==> src/sfl_defines.svh <==
// Purpose: Constants of the signaling and loopback sequencer.
// Assumes: 1 ms timebase from a 200 MHz clock.
// Notes:   Times are in ms, sized to the counter they meet.
`ifndef SFL_DEFINES_SVH
`define SFL_DEFINES_SVH
`define SF_CLK_NS        5
`define SF_MS_NS         1000000
`define SF_BRK_MIN_MS    8'h12
`define SF_CUT_LEAD_MS   8'h12
`define SF_BURST_MIN_MS  8'h32
`define SF_CUT_REL_MS    8'h7d
`define SF_HI_MS         9'h190
`define SF_GRD_HL_MS     8'he1
`define SF_GRD_LH_MS     8'h32
`define SF_BEF_MIN_MS    8'he1
`define SF_BEF_TAIL_MS   8'h32
`define SF_REL_MS        8'hfa
`define SF_LB_ACT_MS     12'h9c4
`define SF_LB_DEACT_MS   12'h4b0
`define SF_TMO4_MS       21'h03a980
`define SF_TMO20_MS      21'h124f80
`define SF_OFS_CTRL      8'h00
`define SF_OFS_STAT      8'h04
`define SF_CTRL_TMO20    0
`define SF_CTRL_RST      1'h0
`define SF_ST_RELAY      0
`define SF_ST_TONE_LB    1
`define SF_ST_EXT        2
`define SF_ST_MAN        3
`define SF_ST_TONE       4
`define SF_ST_HIGH       5
`define SF_ST_CUT        6
`define SF_ST_BEF        7
`define SF_ST_GUARD      8
`define SF_ST_LOOP       9
`define SF_ST_BUSY       10
`define SF_ST_W          11
`endif

==> src/sfl_pkg.sv <==
// Purpose: Types of the signaling and loopback sequencer.
// Assumes: Nothing beyond the defines header.
// Notes:   State of the top module is one packed struct.
package sfl_pkg;
  typedef enum logic [2:0] {
    LB_IDLE,
    LB_ARM,
    LB_ARMED,
    LB_ACTIVE,
    LB_REL,
    LB_DONE
  } sfl_lb_t;

  typedef struct packed {
    logic [4:0]  s1;
    logic [4:0]  s2;
    logic [17:0] tick_cnt;
    logic        tick;
    logic [7:0]  brk_ms;
    logic [7:0]  off_ms;
    logic [7:0]  tone_ms;
    logic [8:0]  hi_ms;
    logic        tx_tone;
    logic        tx_cut;
    logic [7:0]  rx_off_ms;
    logic [7:0]  grd_ms;
    logic [7:0]  bef_ms;
    logic        guard;
    logic        bef;
    logic        loop_sig;
    sfl_lb_t     lb_st;
    logic [11:0] lb_ms;
    logic [20:0] tmo_ms;
    logic        relay;
    logic        tone_on;
    logic        tone_high;
    logic        cut;
    logic        sleeve_oe;
    logic        tmo20;
    logic        pready;
    logic        pslverr;
    logic [31:0] prdata;
  } sfl_state_t;
endpackage : sfl_pkg

==> src/sfl_ctrl.sv <==
// Purpose: Signaling and loopback sequencer of an SF terminal repeater.
// Assumes: Pins are asynchronous; APB is on CLK.
// Notes:   All timing runs from one 1 ms tick.
// Overview of operation
// - Relay operates on loopback tone, grounded lead or closed switch.
// - Tone loopback ends on a second loopback tone or on timeout.
// - Lead loopback lasts while the lead stays grounded.
// - Switch loopback lasts until the switch is opened.
// - In loopback the relay loops receive output into transmit input.
// - In loopback every received SF signal is sent back to the facility.
// - Loop state drives path cut and tone; received tone drives loop output.
// - Each tone start sends high level for 400 ms, then low level.
// - Loop breaks under 18 ms send no tone.
// - Breaks of 18 to 50 ms become 50 ms tone bursts.
// - Breaks over 50 ms send tone as long as the break.
// - Transmit path opens 18 ms before tone starts.
// - Transmit path is restored 125 ms after off-hook.
// - Guard falls after 225 ms, rises after 50 ms.
// - Short tones keep the filter in for 225 ms, past the tone.
// - Long tones keep the filter in for tone plus 50 ms.
// - Loop output changes 250 ms after received tone ends.
// - Tone loopback needs 2.5 s of tone and starts on its removal.
// - In loopback 1.2 s of tone releases, while tone persists.
// - Timeout of 4 or 20 minutes applies to tone loopback only.
// - Sleeve output floats when idle and is grounded when busy.
`timescale 1ns/1ps
`include "sfl_defines.svh"
module sfl_ctrl #(
  parameter int TICK_CYCLES = `SF_MS_NS / `SF_CLK_NS
) (
  input  wire logic        CLK,             // 200 MHz clock
  input  wire logic        RSTN,            // Async reset, low
  input  wire logic        PSEL,            // APB select
  input  wire logic        PENABLE,         // APB access phase
  input  wire logic        PWRITE,          // APB write
  input  wire logic [7:0]  PADDR,           // APB byte address
  input  wire logic [31:0] PWDATA,          // APB write data
  output logic             PREADY,          // APB ready
  output logic             PSLVERR,         // APB error
  output logic [31:0]      PRDATA,          // APB read data
  input  wire logic        LOOP_OFFHOOK,    // Local loop closed
  input  wire logic        SF_TONE_DET,     // 2600 Hz detected
  input  wire logic        LB_TONE_DET,     // Loopback tone detected
  input  wire logic        EXT_LOOPBACK_N,  // Lead grounded, low
  input  wire logic        MAN_LOOPBACK_SW, // Switch closed, high
  output logic             TONE_ON,         // Oscillator gate
  output logic             TONE_HIGH,       // High tone level
  output logic             XMT_CUT,         // Transmit path open
  output logic             BAND_ELIM_FILTER,// Filter inserted
  output logic             GUARD,           // Receive guard
  output logic             LOOP_SIG,        // Loop signaling state
  output logic             LOOPBACK_RELAY,  // Relay energized
  output logic             SLEEVE_O,        // Sleeve drive value
  output logic             SLEEVE_OE        // Sleeve drive enable
);
  import sfl_pkg::*;

  sfl_state_t  r;
  sfl_state_t  n;
  logic        offhook;
  logic        sf_det;
  logic        lb_det;
  logic        ext_lb;
  logic        man_lb;
  logic        tone_lb;
  logic [20:0] tmo_lim;
  logic [31:0] stat_word;
  logic        addr_hit;

  assign offhook = r.s2[4];
  assign sf_det  = r.s2[3];
  assign lb_det  = r.s2[2];
  assign ext_lb  = r.s2[1];
  assign man_lb  = r.s2[0];
  assign tone_lb = (r.lb_st == LB_ACTIVE) || (r.lb_st == LB_REL);
  assign tmo_lim = r.tmo20 ? `SF_TMO20_MS : `SF_TMO4_MS;
  assign addr_hit = (PADDR == `SF_OFS_CTRL) ||
                    (PADDR == `SF_OFS_STAT);

  assign stat_word[`SF_ST_RELAY]   = r.relay;
  assign stat_word[`SF_ST_TONE_LB] = tone_lb;
  assign stat_word[`SF_ST_EXT]     = ext_lb;
  assign stat_word[`SF_ST_MAN]     = man_lb;
  assign stat_word[`SF_ST_TONE]    = r.tone_on;
  assign stat_word[`SF_ST_HIGH]    = r.tone_high;
  assign stat_word[`SF_ST_CUT]     = r.cut;
  assign stat_word[`SF_ST_BEF]     = r.bef;
  assign stat_word[`SF_ST_GUARD]   = r.guard;
  assign stat_word[`SF_ST_LOOP]    = r.loop_sig;
  assign stat_word[`SF_ST_BUSY]    = r.sleeve_oe;
  assign stat_word[31:`SF_ST_W]    = '0;

  always_comb begin
    n = r;
    // Two-stage synchronisers on every pin input
    n.s1 = {LOOP_OFFHOOK, SF_TONE_DET, LB_TONE_DET,
            ~EXT_LOOPBACK_N, MAN_LOOPBACK_SW};
    n.s2 = r.s1;

    // Millisecond timebase
    n.tick = 1'b0;
    if (r.tick_cnt == 18'(TICK_CYCLES - 1)) begin
      n.tick_cnt = '0;
      n.tick     = 1'b1;
    end else begin
      n.tick_cnt = r.tick_cnt + 18'h1;
    end

    if (r.tick) begin
      // Transmit side: break timing, burst length, path cut
      if (!offhook) begin
        n.off_ms = '0;
        n.tx_cut = 1'b1;
        if (r.brk_ms != '1) begin
          n.brk_ms = r.brk_ms + 8'h1;
        end
        // Tone waits out the cut lead; short breaks never get here
        if (!r.tx_tone && r.brk_ms == `SF_BRK_MIN_MS) begin
          n.tx_tone = 1'b1;
          n.tone_ms = '0;
        end
      end else begin
        n.brk_ms = '0;
        if (r.off_ms != '1) begin
          n.off_ms = r.off_ms + 8'h1;
        end
      end
      if (r.tx_tone) begin
        if (r.tone_ms != '1) begin
          n.tone_ms = r.tone_ms + 8'h1;
        end
        // End is delayed by the same lead so length tracks the break
        if (offhook && r.off_ms >= `SF_CUT_LEAD_MS &&
            r.tone_ms >= `SF_BURST_MIN_MS) begin
          n.tx_tone = 1'b0;
        end
      end
      if (offhook && !r.tx_tone &&
          r.off_ms >= `SF_CUT_REL_MS) begin
        n.tx_cut = 1'b0;
      end

      // High tone level window from each tone start
      if (r.tone_on && r.hi_ms != '1) begin
        n.hi_ms = r.hi_ms + 9'h1;
      end

      // Receive guard
      if (sf_det == r.guard) begin
        n.grd_ms = '0;
      end else begin
        if (r.grd_ms != '1) begin
          n.grd_ms = r.grd_ms + 8'h1;
        end
        if (r.guard && r.grd_ms >= `SF_GRD_HL_MS) begin
          n.guard  = 1'b0;
          n.grd_ms = '0;
        end
        if (!r.guard && r.grd_ms >= `SF_GRD_LH_MS) begin
          n.guard  = 1'b1;
          n.grd_ms = '0;
        end
      end

      // Filter insertion and loop signaling release
      if (sf_det) begin
        n.rx_off_ms = '0;
        n.loop_sig  = 1'b1;
        n.bef       = 1'b1;
        if (!r.bef) begin
          n.bef_ms = '0;
        end else if (r.bef_ms != '1) begin
          n.bef_ms = r.bef_ms + 8'h1;
        end
      end else begin
        if (r.rx_off_ms != '1) begin
          n.rx_off_ms = r.rx_off_ms + 8'h1;
        end
        if (r.bef && r.bef_ms != '1) begin
          n.bef_ms = r.bef_ms + 8'h1;
        end
        // Both bounds met: short tones end at the floor, long at tail
        if (r.bef && r.rx_off_ms >= `SF_BEF_TAIL_MS &&
            r.bef_ms >= `SF_BEF_MIN_MS) begin
          n.bef = 1'b0;
        end
        if (r.rx_off_ms >= `SF_REL_MS) begin
          n.loop_sig = 1'b0;
        end
      end

      // Tone loopback sequence
      case (r.lb_st)
        LB_IDLE: begin
          n.lb_ms = '0;
          if (lb_det) begin
            n.lb_st = LB_ARM;
          end
        end
        LB_ARM: begin
          if (!lb_det) begin
            n.lb_st = LB_IDLE;
          end else if (r.lb_ms >= `SF_LB_ACT_MS) begin
            n.lb_st = LB_ARMED;
          end else begin
            n.lb_ms = r.lb_ms + 12'h1;
          end
        end
        LB_ARMED: begin
          if (!lb_det) begin
            n.lb_st  = LB_ACTIVE;
            n.tmo_ms = '0;
            n.lb_ms  = '0;
          end
        end
        LB_ACTIVE: begin
          n.lb_ms  = '0;
          n.tmo_ms = r.tmo_ms + 21'h1;
          if (r.tmo_ms >= tmo_lim) begin
            n.lb_st = LB_IDLE;
          end else if (lb_det) begin
            n.lb_st = LB_REL;
          end
        end
        LB_REL: begin
          n.tmo_ms = r.tmo_ms + 21'h1;
          if (r.tmo_ms >= tmo_lim) begin
            n.lb_st = LB_DONE;
          end else if (!lb_det) begin
            n.lb_st = LB_ACTIVE;
          end else if (r.lb_ms >= `SF_LB_DEACT_MS) begin
            n.lb_st = LB_DONE;
          end else begin
            n.lb_ms = r.lb_ms + 12'h1;
          end
        end
        LB_DONE: begin
          // Releasing tone must go before it can arm again
          if (!lb_det) begin
            n.lb_st = LB_IDLE;
          end
        end
        default: begin
          n.lb_st = LB_IDLE;
        end
      endcase
    end

    // Relay: any source holds it
    n.relay = tone_lb || ext_lb || man_lb;
    // Loopback echoes received tone instead of loop tone
    n.tone_on = r.relay ? sf_det : r.tx_tone;
    if (!r.tone_on) begin
      n.hi_ms = '0;
    end
    // Level follows the gate in the same cycle, start and end alike
    n.tone_high = n.tone_on && (n.hi_ms < `SF_HI_MS);
    n.cut       = r.relay ? 1'b0 : r.tx_cut;
    n.sleeve_oe = offhook;

    // APB slave: answer in the access cycle after setup
    n.pready  = 1'b0;
    n.pslverr = 1'b0;
    if (PSEL && !PENABLE) begin
      n.pready  = 1'b1;
      n.pslverr = !addr_hit;
      n.prdata  = '0;
      if (!PWRITE && PADDR == `SF_OFS_CTRL) begin
        n.prdata[`SF_CTRL_TMO20] = r.tmo20;
      end
      if (!PWRITE && PADDR == `SF_OFS_STAT) begin
        n.prdata = stat_word;
      end
    end
    if (PSEL && PENABLE && r.pready && PWRITE &&
        PADDR == `SF_OFS_CTRL) begin
      n.tmo20 = PWDATA[`SF_CTRL_TMO20];
    end
  end

  always_ff @(posedge CLK or negedge RSTN) begin
    if (!RSTN) begin
      r           <= '0;
      r.lb_st     <= LB_IDLE;
      r.tmo20     <= `SF_CTRL_RST;
    end else begin
      r <= n;
    end
  end

  assign PREADY           = r.pready;
  assign PSLVERR          = r.pslverr;
  assign PRDATA           = r.prdata;
  assign TONE_ON          = r.tone_on;
  assign TONE_HIGH        = r.tone_high;
  assign XMT_CUT          = r.cut;
  assign BAND_ELIM_FILTER = r.bef;
  assign GUARD            = r.guard;
  assign LOOP_SIG         = r.loop_sig;
  assign LOOPBACK_RELAY   = r.relay;
  assign SLEEVE_O         = 1'b0;
  assign SLEEVE_OE        = r.sleeve_oe;
endmodule : sfl_ctrl

==> config.mk <==
export PLATFORM = sky130hd
export DESIGN_NAME = sfl_ctrl
export DESIGN_NICKNAME = d
export VERILOG_FILES = /design/src/sfl_pkg.sv /design/src/sfl_ctrl.sv
export VERILOG_INCLUDE_DIRS = /design/src
export SDC_FILE = /design/constraint.sdc
export NUM_CORES = 1
export LEC_CHECK = 0
export BUFFER_PORTS_ARGS = -buffer_cell sky130_fd_sc_hd__buf_2
export CORE_MARGIN = 3
export CORE_UTILIZATION = 28
export CTS_BUF_LIST = sky130_fd_sc_hd__clkbuf_8
export DETAILED_ROUTE_END_ITERATION = 12
export PLACE_DENSITY = 0.56
export SLEW_MARGIN = 0
export SYNTH_ARGS = -nofsm -noshare
export SYNTH_HDL_FRONTEND = slang
export SYNTH_SLANG_ARGS = --single-unit
==> constraint.sdc <==
create_clock -name CLK -period 2.7 [get_ports CLK]
set_input_delay 0.27 -clock CLK [delete_from_list [all_inputs] [get_ports CLK]]
set_output_delay 0.27 -clock CLK [all_outputs]
set_load 0.01 [all_outputs]
# == Word-level counts from Yosys, hierarchy flattened ==
# Cells that the tools add are included.
# op_classes
n_eq_ne,30
addsub,10
n_mux,57
reduce_logical,53
n_lt_le_gt_ge,12
n_bitwise,2
# op_table
operator,n
2-to-1 mux 8 bit,16
2-to-1 mux 74 bit,1
2-to-1 mux 12 bit,5
"adder 8 x 1 -> 8 bit, second input constant",6
"inequality test 8 bit, second input constant",6
case mux 12 bit (4 select lines),1
case mux 21 bit (2 select lines),1
2-to-1 mux 36 bit,1
2-to-1 mux 34 bit,1
2-to-1 mux 3 bit,9
"greater-or-equal comparator 8 x 6 -> 1 bit, second input constant",3
"greater-or-equal comparator 8 bit, second input constant",3
"adder 21 x 1 -> 21 bit, second input constant",1
greater-or-equal comparator 21 bit,1
2-to-1 mux 21 bit,1
logical AND 1 bit,19
"adder 18 x 1 -> 18 bit, second input constant",1
"equality test 18 bit, second input constant",1
2-to-1 mux 18 bit,1
2-to-1 mux 9 bit,2
case mux 3 bit (6 select lines),1
2-to-1 mux 16 bit,1
"inequality test 2 bit, second input constant",8
AND reduction 2 bit,7
32 further kinds,67
# word_totals
regBits,167
inputBits,50
wordCells,192
output_inout_bits,43

# == Depth between registers and ports, before layout ==
# logic_depth
word_depth,10
mapped_depth,11
ltp_nobuf,10

# == Least setup slack after synthesis ==
# No wires, ideal clock.
# synth_timing
path_kind,reg-to-reg
start,reg r[105] (netlist bit)
end,reg r (netlist bit TONE_HIGH)
path_stages_with_launch,12
setup_ns,0.129
t_required_ns,2.571
t_arrival_ns,2.028
period_less_slack_ns,2.157
n_path_buf,1
path_slack_ns,0.543
cell_sequence,dfrtp_1 > ha_1 > nand3_1 > nor2_1 > ha_1 > nor2b_1 > buf_2 > and3_1 > nand4_1 > xor2_1 > a31o_1 > o41a_1
# synth_lines
item,line_no,source
"start, declared",sfl_ctrl.sv:58,sfl_state_t r;
"start signal, assigned",sfl_ctrl.sv:287,r <= n;

# == Worst setup path after layout ==
# layout_timing
start,reg r[34] (netlist bit)
end,reg r[65] (netlist bit)
# layout_between
elab_chain_len,4
# layout_lines
item,line_no,source
2-to-1 mux 21 bit (no source line),-,
greater-or-equal comparator 21 bit,sfl_ctrl.sv:227,if (r.tmo_ms >= tmo_lim) begin
inequality test 2 bit (no source line),-,
AND reduction 8 bit (no source line),-,
# Every way passes these cells.
# A chain may end at the register's enable or synchronous reset.

==> flow_results.org <==
** Layout
- Fill cells in the final layout number 2,803.
- Most common library cell in the layout ignoring fill and taps :: dfrtp_1
- Post-layout nets :: 934
- The number of antenna diodes in the final layout is 0.
- Synthesis-to-finish area growth :: 12.7%
- Cells with a size suffix above 1 make up 12.0% of the layout.
- Highest-count cells in the layout ignoring fill and taps :: dfrtp_1 (146), nor2_1 (96), nand2_1 (72)

** Power and ir drop
- Relative contribution of sequential cells to total power :: 52.1%
- IR analysis of the VDD net gives a maximum drop of 0.218 mV.
- Leakage power :: 4.00 nW
- Internal power consumption :: 0.00329 W
- Of the total power, combinational logic draws 2.9%.
- The share of total power dissipated in the clock network is 45.0%.
- Power spent charging and discharging nets :: 0.000960 W
- In this run the power density over the cells is 479 nW/um^2.
- Switching part of the total :: 22.6%

** GRT
- Global-route wire length before repair :: 27,500 um
- Summed over all layers, the global routing overflow is 0.
- Via count of the first global-routing pass :: 5,587
- Largest net degree at the start of global routing :: 64
- The number of antenna violations at the first check in global routing came to 0.
- Global-route total usage across every layer :: 10.9%

** STA
- In the final timing run, aggregate negative setup slack is 0 ns.
- Transition time of the tightest slew-check pin :: 0.688 ns
- Setup repair after global routing left no endpoint under its margin.
- Final worst clock skew :: 0.0145 ns
- Final worst-path setup slack :: 0.278 ns
- Part of the cycle the worst path needs :: 89.7%
- Upper clock frequency limit :: 413 MHz
- Final setup fails :: 0
- Subtracting the final worst setup slack from the clock period gives 2.42 ns.
- Post-route worst hold slack :: 0.0563 ns
- The number of max-slew violations in the final report came to 0.
- Headroom to the max-slew limit came out at 54.1%.
- The number of endpoints with negative hold slack in the final report came to 0.

** Place
- At the end of routability-driven placement, the weighted congestion stood at 0.788.
- Port buffering added 39 buffers.
- Prior to clock tree synthesis, the placed netlist has a worst setup slack of 0.243 ns.
- The wire-length estimate of the detail-placed layout is 11,100 um.

** Die
- The initial utilization of the core area, before any placement, comes to 28.9%.
- From bottom edge to top edge, the die measures 174 um.
- The die is 174 um wide.
- The floorplan step defined a die boundary enclosing 30,100 sq um.
- Count of standard-cell rows :: 60
- Core Region :: 27,300 sq um
- I/O pins :: 93

** Clocking
- Maximum count of clock buffers along a single path :: 2
- Clock-pin slew was measured on the worst setup and hold paths at 0.09 ns.
- The clock reaches the later pin of the worst-skew pair after 0.44 ns.
- The clock drives 146 sinks.
- The tree is rooted in a clkbuf_8.
- The H-tree was split into 4 levels.
- Clock tree synthesis inserted a total of 17 buffers.
- CTS tree :: built
- Total of cells resized after clock tree synthesis :: 0

** Worst setup path
- End of the worst register-to-register path :: r[65]
- Arrival @ worst endpoint :: 2.74 ns
- Of all nets on the critical path, the largest fanout is 9.
- The worst register-to-register path has a depth of 8.
- The worst setup path is of the register to register kind.
- Across all register-to-register paths, the minimum setup slack is 0.28 ns.
- CP endpoint kind :: register
- The worst register-to-register path begins at r[34].
- CP Launch Type :: register
- In this run the worst setup path terminates at r[65].
- Origin of the worst setup path :: r[34]
- Data on the critical path is required at its endpoint by 3.02 ns.

** Run status
- The flow ran to the end, and the final reports show no timing, DRC or antenna violations.

** Synth
- After synthesis, the share of flip-flops with an asynchronous set or reset is 100%.
- For this run, the register share of the synthesized area comes to 46.5%.
- Xor/xnor share of the synthesized area :: 6.57%
- Synth Area in Compound Gates :: 13.2%
- Simple-Gate Fraction of Synth Area :: 21.4%
- Counting every instance in the synthesized netlist gives 811.
- For this run, the number of Yosys warnings is 0.
- Dominant combinational cell family by area after synthesis :: simple AND/OR/NAND/NOR gates
- Distinct cell type count after synthesis :: 76
- Number of flops mapped to enable cells by yosys :: 0
- Netlist area before placement :: 7870 sq um
- Post-synthesis share of cell area spent on full adders, half adders and majority gates :: 4.93%
- In this run the mean area of a mapped cell was 9.70 sq um.
- In the synthesized netlist the dominant register cell turns out to be dfrtp_1.
- Flip-flop and latch count after synthesis :: 146
- Measured against the total synthesized area, the mux share comes to 1.42%.

** Detailed routing
- The final layout contains routed wiring with a total length of 16,000 um.
- The detail route stage leaves a number of antenna-violating nets equal to 0.
- Ratio of routed vias to standard cells :: 4.66
- For this run, design rule violations remaining after detail routing come to 0.
- DRC violation total after the first TritonRoute iteration :: 277
- Dividing the detail-routed wire length by the instance count gives 13.0 um.
- Total iterations of the first detailed-routing run :: 4
- For this block, the via count after detailed routing is 5,760.

** Worst hold path
- In this run the worst hold path is classified as input port to register.

** Run
- Max-cap violations in this run came to 0.
==> cells by family (layout without fill, tap and decap cells) <==
family          Yosys count  after routing
compound gates          145            145
other cells               1             22
flops                   146            146
xor+xnor                 59             59
fa+ha+maj                31             31
buf+inv                  88            121
simple gates            330            330
mux                      11             11
==> sequential cells by signal (all words and copies together) (netlist names) <==
| signal | cells |
|---|---|
| ext_lb | 1 |
| LOOP_SIG | 1 |
| SLEEVE_OE | 1 |
| XMT_CUT | 1 |
| lb_det | 1 |
| BAND_ELIM_FILTER | 1 |
| GUARD | 1 |
| LOOPBACK_RELAY | 1 |
| PSLVERR | 1 |
| man_lb | 1 |
| r | 116 |
| n | 6 |
| PREADY | 1 |
| TONE_ON | 1 |
| TONE_HIGH | 1 |
| PRDATA | 11 |
==> power groups by stage <==
stage	combinational, W	clock [W]	sequential, W
4_1_cts	0.000127	0.00200	0.00221
6_report	0.000122	0.00191	0.00221
3_5_place_dp	0.000121	0	0.00226
3_3_place_gp	0.000121	0	0.00225
2_1_floorplan	0.0000635	0	0.00225
5_1_grt	0.000143	0.00208	0.00221
==> cells in the mapped netlist (5+ instances only) <==
master | number | share of area (%)
xnor2_1 | 26 | 2.9
a31oi_1 | 10 | 0.80
and2_1 | 8 | 0.64
nor2b_1 | 7 | 0.56
mux2i_1 | 10 | 1.3
o21ai_1 | 8 | 0.51
ha_1 | 31 | 4.9
a22o_1 | 13 | 1.4
nand2b_1 | 12 | 0.95
and4_1 | 8 | 0.89
clkbuf_1 | 16 | 0.76
nor3_1 | 19 | 1.2
o21ai_0 | 35 | 2.2
xor2_1 | 33 | 3.7
nand4_1 | 15 | 1.2
dfrtp_1 | 146 | 46
buf_4 | 33 | 3.1
nand3_1 | 38 | 2.4
and3_1 | 23 | 1.8
nor2_1 | 96 | 4.6
or3_1 | 7 | 0.56
o2bb2ai_1 | 11 | 1.2
a21oi_1 | 20 | 1.3
nand2_1 | 72 | 3.4
a21o_1 | 5 | 0.48
inv_1 | 33 | 1.6
==> stage by stage <==
step           power [W]  instances  utilization (%)  cell area (sq um)
3_3_place_gp     0.00238       1200             30.7               8370
2_1_floorplan    0.00231        832                -               7940
3_5_place_dp     0.00238       1200             30.7               8370
5_1_grt          0.00444       1237             32.5               8870
4_1_cts          0.00434       1237             32.5               8870
6_report         0.00425       1237             32.5               8870
==> worst min-delay path by stage <==
stage,startpoint,end,cells after the start
after floorplan,RSTN,BAND_ELIM_FILTER,0
after global placement,RSTN,n[161],1
after detailed placement,RSTN,n[161],1
after CTS,PWDATA[0],r[34],2
after global routing,PWDATA[0],r[34],2
final,PWDATA[0],r[34],2
==> critical path, cell delays in order (launching register included) <==
cell and delay [ns]:
dfrtp_1 0.47, inv_1 0.14, ha_1 0.33, nand2_1 0.13, nor4_4 0.07, a2111oi_4 0.40, nand3_2 0.28, a221oi_1 0.36
o22ai_1 0.11
==> cell type report <==
class	count	area (sq um)	area share, %
Sequential cell	146	3650	41.2
Clock inverter	12	180	2.03
Inverter	33	124	1.40
Clock buffer	19	262	2.95
Multi-Input combinational cell	598	3820	43.1
Tap cell	372	465	5.25
Timing Repair Buffer	57	364	4.11
==> per-layer routing <==
metal  track usage, %  wire length [um]
met4             3.65               252
met2             17.3              7500
met1             14.7              7830
met5                0                 0
met3             2.61               437
==> what timing repair did <==
action | in CTS | in global routing
hold endpoints to repair | 66 | 0
hold buffers | 6 | 0
setup buffers | 0 | 0
(Power assumes the default switching activity.)
